===== config.mk =====
export PLATFORM = sky130hd
export DESIGN_NAME = dps_power_fsm
export DESIGN_NICKNAME = d
export VERILOG_FILES = /design/src/dps_pkg.sv /design/src/dps_power_fsm.sv
export SDC_FILE = /design/constraint.sdc
export NUM_CORES = 1
export LEC_CHECK = 0
export BUFFER_PORTS_ARGS = -buffer_cell sky130_fd_sc_hd__buf_2
export CORE_MARGIN = 4
export CORE_UTILIZATION = 50
export CTS_CLUSTER_DIAMETER = 100
export DETAILED_ROUTE_END_ITERATION = 7
export HOLD_SLACK_MARGIN = 0.03
export PLACE_DENSITY_LB_ADDON = 0.25
export REMOVE_ABC_BUFFERS = 1
export SYNTH_ARGS = -nofsm -noshare
export SYNTH_HDL_FRONTEND = slang
export SYNTH_SLANG_ARGS = --single-unit

===== constraint.sdc =====
create_clock -name ref_clk -period 2.45 [get_ports ref_clk]
set_input_delay 0.1225 -clock ref_clk [delete_from_list [all_inputs] [get_ports ref_clk]]
set_output_delay 0.1225 -clock ref_clk [all_outputs]
set_load 0.01 [all_outputs]

===== src/dps_pkg.sv =====
package dps_pkg;

  // object indices of the drive dictionary
  localparam logic [15:0] DPS_IDX_COMMAND = 16'h6040;
  localparam logic [15:0] DPS_IDX_STATE = 16'h6041;
  localparam logic [15:0] DPS_IDX_MODE_REQ = 16'h6060;
  localparam logic [15:0] DPS_IDX_MODE_ACT = 16'h6061;

  // command word bit positions
  localparam int DPS_CW_SWITCH_ON = 0;
  localparam int DPS_CW_VOLTAGE = 1;
  localparam int DPS_CW_QSTOP_N = 2;
  localparam int DPS_CW_ENABLE = 3;
  localparam int DPS_CW_FAULT_RST = 7;

  // values after reset
  localparam logic [15:0] DPS_COMMAND_RST = 16'h0000;
  localparam logic [7:0] DPS_MODE_RST = 8'h00;

  typedef enum logic [2:0] {
    DPS_NOT_READY = 3'b000,
    DPS_ON_DISABLED = 3'b001,
    DPS_READY = 3'b010,
    DPS_SWITCHED_ON = 3'b011,
    DPS_OP_ENABLED = 3'b100,
    DPS_QSTOP = 3'b101,
    DPS_FAULT_REACT = 3'b110,
    DPS_FAULT = 3'b111
  } dps_state_t;

  // one dictionary access from the fieldbus side
  typedef struct packed {
    logic wr;
    logic rd;
    logic [15:0] index;
    logic [15:0] wdata;
  } dps_obj_req_t;

  // answer to a dictionary access
  typedef struct packed {
    logic valid;
    logic err;
    logic [15:0] rdata;
  } dps_obj_rsp_t;

endpackage


===== src/dps_power_fsm.sv =====
`timescale 1ns/1ps

// Behaviour
// RL1 - state bits 6,3..0: off/disabled/ready encodings
// RL2 - switched on, enabled, quickstop, fault encodings
// RL3 - shutdown command enters ready to switch on
// RL4 - switch on / disable operation reach switched on
// RL5 - disable voltage returns to switch on disabled
// RL6 - quick stop enters quick stop active
// RL7 - enable operation from switched on
// RL8 - fault reset, quickstop return on rising edge
// RL9 - self-test passed enters switch on disabled
// RL10 - requests via command word, state in status
// RL11 - mode requested anytime, active mode shown
// RL12 - fault reset uses command bit 7 edge
// RL13 - unmatched command leaves state unchanged
module dps_power_fsm
  import dps_pkg::*;
(
  // clock and reset
  input wire logic ref_clk,
  input wire logic rstn,
  // dictionary access
  input wire dps_obj_req_t obj_req,
  output dps_obj_rsp_t obj_rsp,
  // drive core events
  input wire logic selftest_ok,
  input wire logic fault_event,
  input wire logic fault_reaction_done,
  // drive state view
  output dps_state_t drive_state,
  output logic [15:0] drive_state_word,
  output logic [7:0] active_mode
);

  ////////////////////////////////////////////////////////////////////////////
  // status word encoding, applied to the next state when the status word register loads
  function automatic logic [15:0] state_code(input dps_state_t s);
    case (s)
      DPS_NOT_READY: state_code = 16'h0000; // [RL1]
      DPS_ON_DISABLED: state_code = 16'h0040; // [RL1]
      DPS_READY: state_code = 16'h0021; // [RL1]
      DPS_SWITCHED_ON: state_code = 16'h0023; // [RL2]
      DPS_OP_ENABLED: state_code = 16'h0027; // [RL2]
      DPS_QSTOP: state_code = 16'h0007; // [RL2]
      DPS_FAULT_REACT: state_code = 16'h000f; // [RL2]
      DPS_FAULT: state_code = 16'h0008; // [RL2]
      default: state_code = 16'h0000;
    endcase
  endfunction

  logic [15:0] command_word;
  logic [15:0] prev_command;
  logic [7:0] mode_req;
  dps_state_t next_state;
  logic [15:0] next_command;
  logic [7:0] next_mode_req;
  dps_obj_rsp_t next_rsp;
  logic cmd_shutdown, cmd_switch_on, cmd_dis_voltage, cmd_qstop, cmd_enable;
  logic rise_fault_rst, rise_qstop_n;

  ////////////////////////////////////////////////////////////////////////////
  // command decode; bit 7 low is required for every level command
  always_comb
  begin
    cmd_shutdown = !command_word[7] && command_word[2:0] == 3'b110; // [RL3]
    cmd_switch_on = !command_word[7] && command_word[3:0] == 4'b0111; // [RL4]
    cmd_dis_voltage = !command_word[7] && !command_word[DPS_CW_VOLTAGE]; // [RL5]
    cmd_qstop = !command_word[7] && command_word[2:1] == 2'b01; // [RL6]
    cmd_enable = !command_word[7] && command_word[3:0] == 4'b1111; // [RL7]
    // edges are taken against the word seen one cycle earlier, so a held level fires once
    rise_fault_rst = command_word[DPS_CW_FAULT_RST] && !prev_command[DPS_CW_FAULT_RST]; // [RL8] [RL12]
    rise_qstop_n = command_word[DPS_CW_QSTOP_N] && !prev_command[DPS_CW_QSTOP_N]; // [RL8]
  end

  ////////////////////////////////////////////////////////////////////////////
  // power state transitions; a fault from the core overrides any command outside the not ready and fault states
  always_comb
  begin
    next_state = drive_state; // [RL13]
    case (drive_state)
      DPS_NOT_READY:
        if (selftest_ok) next_state = DPS_ON_DISABLED; // [RL9]
      DPS_ON_DISABLED:
        if (cmd_shutdown) next_state = DPS_READY; // [RL3]
      DPS_READY:
        if (cmd_dis_voltage) next_state = DPS_ON_DISABLED; // [RL5]
        else if (cmd_switch_on) next_state = DPS_SWITCHED_ON; // [RL4]
      DPS_SWITCHED_ON:
        if (cmd_dis_voltage) next_state = DPS_ON_DISABLED; // [RL5]
        else if (cmd_shutdown) next_state = DPS_READY; // [RL3]
        else if (cmd_enable) next_state = DPS_OP_ENABLED; // [RL7]
      DPS_OP_ENABLED:
        if (cmd_dis_voltage) next_state = DPS_ON_DISABLED; // [RL5]
        else if (cmd_qstop) next_state = DPS_QSTOP; // [RL6]
        else if (cmd_shutdown) next_state = DPS_READY; // [RL3]
        else if (cmd_switch_on) next_state = DPS_SWITCHED_ON; // [RL4]
      DPS_QSTOP:
        if (cmd_dis_voltage) next_state = DPS_ON_DISABLED; // [RL5]
        else if (cmd_enable && rise_qstop_n) next_state = DPS_OP_ENABLED; // [RL8]
      DPS_FAULT_REACT:
        if (fault_reaction_done) next_state = DPS_FAULT;
      DPS_FAULT:
        if (rise_fault_rst) next_state = DPS_ON_DISABLED; // [RL8] [RL12]
      default: next_state = DPS_NOT_READY;
    endcase
    // the self-test phase has no drive to react with, so faults are ignored until it ends
    if (fault_event && drive_state != DPS_NOT_READY && drive_state != DPS_FAULT_REACT
        && drive_state != DPS_FAULT)
      next_state = DPS_FAULT_REACT;
  end

  ////////////////////////////////////////////////////////////////////////////
  // dictionary access: only the command and mode request objects are writable
  always_comb
  begin
    next_command = command_word;
    next_mode_req = mode_req;
    next_rsp = '0;
    if (obj_req.wr)
    begin
      next_rsp.valid = 1'b1;
      if (obj_req.index == DPS_IDX_COMMAND) next_command = obj_req.wdata; // [RL10]
      else if (obj_req.index == DPS_IDX_MODE_REQ) next_mode_req = obj_req.wdata[7:0]; // [RL11]
      else next_rsp.err = 1'b1; // status and active mode are read only
    end
    else if (obj_req.rd)
    begin
      next_rsp.valid = 1'b1;
      case (obj_req.index)
        DPS_IDX_COMMAND: next_rsp.rdata = command_word;
        DPS_IDX_STATE: next_rsp.rdata = drive_state_word; // [RL10]
        DPS_IDX_MODE_REQ: next_rsp.rdata = {8'h00, mode_req};
        DPS_IDX_MODE_ACT: next_rsp.rdata = {8'h00, active_mode}; // [RL11]
        default: next_rsp.err = 1'b1;
      endcase
    end
  end

  ////////////////////////////////////////////////////////////////////////////
  // registers; status word is re-encoded from the next state so it never lags
  always_ff @(posedge ref_clk or negedge rstn)
  begin
    if (!rstn)
    begin
      drive_state <= DPS_NOT_READY;
      drive_state_word <= 16'h0000;
      command_word <= DPS_COMMAND_RST;
      prev_command <= DPS_COMMAND_RST;
      mode_req <= DPS_MODE_RST;
      active_mode <= DPS_MODE_RST;
      obj_rsp <= '0;
    end
    else
    begin
      drive_state <= next_state;
      drive_state_word <= state_code(next_state); // [RL1] [RL2] [RL10]
      command_word <= next_command;
      prev_command <= command_word;
      mode_req <= next_mode_req;
      active_mode <= mode_req; // mode switch is accepted in every power state [RL11]
      obj_rsp <= next_rsp;
    end
  end
endmodule


Word level (Yosys, flattened, before mapping)
Memory sizes are Yosys's and may differ from the RTL's. A register that Yosys moved wholly into a read port is not among the register bits.
Cells that the tools add are included.
{"block": "totals", "mem_count": 1, "elab_cells": 72, "ff_bits": 77, "rom_bits": 48}
{"memory": "(no name shown)", "words": 8, "width": 6, "rd": 1, "rd_ports_with_merged_regs": 1, "write_ports": 0, "line": "dps_power_fsm.sv:39", "text": "case (s)"}
{"block": "classes", "bitwise_logic": 1, "reduce_logical": 21, "mux": 23, "eq_ne": 17}
{"op": "$eq A16 B15 Y1 const B", "count": 4}
{"op": "$pmux W16 S4", "count": 1}
{"op": "$mux W3", "count": 15}
{"op": "$pmux W3 S8", "count": 1}
{"op": "$mux W18", "count": 1}
{"op": "$mux W16", "count": 1}
{"op": "$eq A3 B3 Y1 const B", "count": 5}
{"op": "$logic_and A1 B1 Y1", "count": 11}
{"op": "$eq A3 B2 Y1 const B", "count": 2}
{"op": "$ne A3 B3 Y1 const B", "count": 2}
{"op": "$logic_not A1 Y1", "count": 5}
{"op": "$eq A4 B3 Y1 const B", "count": 1}
{"op": "$eq A4 B4 Y1 const B", "count": 1}
{"op": "$reduce_or A4 Y1", "count": 1}
{"op": "$eq A3 B1 Y1 const B", "count": 1}
{"op": "$logic_not A3 Y1", "count": 1}
{"op": "$mux W1", "count": 3}
{"op": "$reduce_and A3 Y1", "count": 1}
{"op": "$reduce_bool A3 Y1", "count": 1}
{"op": "$eq A2 B1 Y1 const B", "count": 1}
{"op": "$mux W2", "count": 1}
{"op": "$reduce_and A2 Y1", "count": 1}
{"op": "$not A1 Y1", "count": 1}

Logic depth before layout (Yosys ltp)
{"block": "depth", "depth_word": 8, "ltp_mapped": 7, "depth_no_buf": 6}

Worst setup path before layout
No wires, ideal clock.
{"block": "synth_timing", "kind": "register -> register", "startpoint": "register drive_state[0]", "endpoint": "register drive_state_word[0]", "path_buffers": 1, "stages_incl_launch_ff": 7, "arrival_time_ps": 1626, "slack_ps": 678, "synth_period_minus_slack_ps": 1772, "cell_sequence": "dfrtp_1 > buf_6 > or3_4 > and3_4 > o22a_2 > a21oi_2 > mux2i_1"}
{"block": "synth_via", "elab_chain_len": 6, "elab_cells_between_ends": 30, "cone_classes": "9 x eq/ne; 16 x mux; 5 x reduce/logical"}
{"element": "start, declared", "line": "dps_power_fsm.sv:31", "text": "output dps_state_t drive_state,"}
{"element": "start signal, assigned", "line": "dps_power_fsm.sv:156", "text": "drive_state <= next_state;"}
{"element": "$mux W3", "line": "dps_power_fsm.sv:88, dps_power_fsm.sv:97"}
{"element": "$mux W3", "line": "dps_power_fsm.sv:96", "text": "else if (cmd_shutdown) next_state = DPS_READY;"}
{"element": "$mux W3", "line": "dps_power_fsm.sv:95", "text": "else if (cmd_qstop) next_state = DPS_QSTOP;"}
{"element": "$mux W3", "line": "dps_power_fsm.sv:94", "text": "if (cmd_dis_voltage) next_state = DPS_ON_DISABLED;"}
{"element": "$pmux W3 S8", "line": "dps_power_fsm.sv:81", "text": "case (drive_state)"}
{"element": "$mux W3 *", "line": "dps_power_fsm.sv:108", "text": "if (fault_event && drive_state != DPS_NOT_READY && drive_state != DPS_FAULT_REACT"}
{"element": "end, declared", "line": "dps_power_fsm.sv:32", "text": "output logic [15:0] drive_state_word,"}
Mark *: on every way between the ends. The rest lies on a longest branch, timed or not.
A chain may end at the register's enable or synchronous reset.

Worst setup path in the final report
{"block": "layout_timing", "startpoint": "register command_word[7]", "endpoint": "register drive_state_word[6]"}
{"block": "layout_via", "elab_chain_len": 8, "elab_cells_between_ends": 22, "cone_classes": "14 x mux; 8 x reduce/logical"}
{"element": "start, declared", "line": "dps_power_fsm.sv:52", "text": "logic [15:0] command_word;"}
{"element": "start signal, assigned", "line": "dps_power_fsm.sv:158", "text": "command_word <= next_command;"}
{"element": "$logic_not A1 Y1"}
{"element": "$logic_and A1 B1 Y1", "line": "dps_power_fsm.sv:67", "text": "cmd_switch_on = !command_word[7] && command_word[3:0] == 4'b0111;"}
{"element": "$mux W3", "line": "dps_power_fsm.sv:88, dps_power_fsm.sv:97"}
{"element": "$mux W3", "line": "dps_power_fsm.sv:96"}
{"element": "$mux W3", "line": "dps_power_fsm.sv:95"}
{"element": "$mux W3", "line": "dps_power_fsm.sv:94"}
{"element": "$pmux W3 S8 *", "line": "dps_power_fsm.sv:81"}
{"element": "$mux W3 *", "line": "dps_power_fsm.sv:108"}
Marked as above.

==> qor.csv <==
metric,value,unit
CTS Hold Bufs,13,
Final Max Slew Viols,0,
crit path cell chain,"and3b_1, nand3_1, o2bb2ai_1, a21boi_0, and3_2",
Worst-Margin Slew,0.692,ns
PD cells,782,nW/µm²
Post-Syn Area,2660,µm²
GRT Total Usage,19.4,%
Core ar.,5140,µm²
routing usage on met1,25.5,%
Clock Latency Late Sink,0.33,ns
"slowest stage delay, CP",0.55,ns
ant diodes,0,
Worst Hold End,command_word[1],
Clock Path Buffers,2,
register bit total from synthesis,61,
f_max,495,MHz
Detailed Route Iter0 Violations,81,
worst hold slack,0.0427,ns
WP data required,2.71,ns
die area,6540,µm²
Synth-to-Final Area Change,26.1,%
# resized after CTS,0,
Slowest cell on crit path,a21boi_0,
# Post-CTS Setup Buffers,0,
fillers,424,
# Max-Cap Violations,0,
grt ovf,0,
Post-Route WL,5.70,mm
Root Driver,clkbuf_8,
Pre-antenna DRT Iters,4,
layout cells sized above 1,45.8,%
VDD IR max,0.000612,V
ys flop type,dfrtp_1,
WL/cell,15.6,µm
H-Tree Level Count,3,
"commonest non-fill, non-tap cell in the layout",buf_2,
cell taking the most area after synthesis,dfrtp_1,
TritonCTS buffer count,9,
Vias/cell,5.15,
Leak,1.70,nW
vias in the first global route,1895,
Via Count,1880,
die height,80.9,µm
RSZ-0062 raised after global routing,no,
Final nets,329,
Post-synth EDFFs,0,
CP Data Arrival Time,2.28,ns
post-synth cell types,50,
met2 Use GR,30.8,%
Inst Count DP,336,
DP HPWL,3.97,mm
clk_skew,0.00515,ns
largest net degree at the start of global routing,23,
most frequent cells in the layout,"73 x buf_2, 61 x dfrtp_1, 24 x mux2_2, 13 x dlygate4sd3_1, 11 x clkbuf_8",
row cnt,26,
endpoints failing setup,0,
worst hold path type,primary input to register,
crit share post-route,82.4,%
WHS Path Cells,2,
"worst slack, placed",0.465,ns
maximum net fanout on the critical path,9,
sequential area share after synthesis,57.5,%
Synth area leaders,"dfrtp_1 57%, mux2_2 10%, mux4_2 5.1%, buf_4 3.1%, nor2b_1 2.1%",
reg2reg path depth,5,
I/O pins,84,
Final TNS setup,0,ns
total clock sinks,61,
drt drc,0,
Ys Warns,0,
CTS tree,built,
IO buf count,73,
reg-to-reg endpoint,drive_state_word[6],
Die Width,80.9,µm
Most Crowded Layer GR,met2,
worst hold start,obj_req[1],
Worst Setup End Kind,register,
overall power,2.62,mW
worst reg2reg setup slack,0.43,ns
final setup margin,0.431,ns
"Hold Violations, Final",0,
grt met3 use,4.32,%
synthesized instance count,199,
Slew HR,53.4,%
fin cells,365,
status,finished clean,
"Avg Cell Area, Syn",13.3,µm²
Detail Route Antenna Nets,0,
Synth async-reset ratio,100,%
Crit Path Category,register to register,
post-synth top area share,57.5,%
Initial Util,51.7,%
Final min period,2.02,ns
reg2reg start,command_word[7],
Final Wtd Congestion,0.833,
clock slew at reported path FFs,0.07,ns
CP startpoint kind,register,
initial antenna violation count,0,
first-pass GRT wire length,9.36,mm
-- kinds of logic (layout without fill, tap and decap cells) --
kind of cell	Yosys count	in the layout	synth area share, %
compound gates	26	26	7.25
xor+xnor	1	1	0.330
buf+inv	19	106	4.66
flops	61	61	57.5
mux	33	33	16.4
other cells	1	10	0.141
simple gates	58	58	13.8
-- sequential cells by signal, indices dropped and copies added, names as in the netlist --
signal,cells
obj_rsp,18
mode_req,8
active_mode,8
prev_command,2
drive_state,3
drive_state_word,6
command_word,16
-- cells in the mapped netlist, types with 2 or more instances --
cell type,instances
and2_1,8
o211ai_1,2
nor2b_1,9
nand3_1,4
nor2_1,10
a31oi_1,2
buf_4,11
mux4_2,6
dfrtp_1,61
mux2_2,24
nand2_1,8
o21ai_0,3
buf_2,3
a21oi_1,8
a21oi_2,2
mux2i_1,3
o21bai_1,2
-- metrics by stage --
| step | util, % | instance area (µm²) |
|---|---|---|
| 2_1_floorplan | - | 2570 |
| 3_3_place_gp | 59.2 | 3040 |
| 3_5_place_dp | 59.2 | 3040 |
| 4_1_cts | 65.2 | 3350 |
| 5_1_grt | 65.2 | 3350 |
| 6_report | 65.2 | 3350 |
-- layer usage --
metal  up-vias  routed length [µm]
met2        65                2810
met3         7                 385
met1       938                2440
met4         0                  69
met5         -                   0
li1        870                   -
-- layout make-up --
type | count | area [µm²] | area share [%]
clock buffer | 12 | 155 | 4.63
clock inverter | 4 | 22.5 | 0.672
inverter | 2 | 7.51 | 0.224
multi-input combinational | 128 | 1040 | 31.0
sequential | 61 | 1530 | 45.6
tap | 70 | 87.6 | 2.61
timing repair buffer | 88 | 510 | 15.2
-- power breakdown --
| part | leakage, nW | internal [mW] | switching [mW] |
|---|---|---|---|
| combinational | 0.779 | 0.302 | 0.323 |
| clock | 0.0921 | 0.417 | 0.382 |
| sequential | 0.827 | 1.08 | 0.111 |
-- worst max path at each step --
stage                          from             endpoint  depth (start not counted)
floorplan            drive_state[1]  drive_state_word[0]                          5
CTS                 command_word[7]  drive_state_word[6]                          5
global route        command_word[7]  drive_state_word[1]                          6
global placement        obj_req[17]     command_word[14]                          7
detailed placement      obj_req[17]     command_word[13]                          7
finish              command_word[7]  drive_state_word[6]                          5
-- critical path: cells and delay by family, from the launching register on --
kind            cells  cell delay (ns)
simple gates        3             0.77
flops               1             0.48
compound gates      2             0.69
Power figures use the tool's default switching activity.
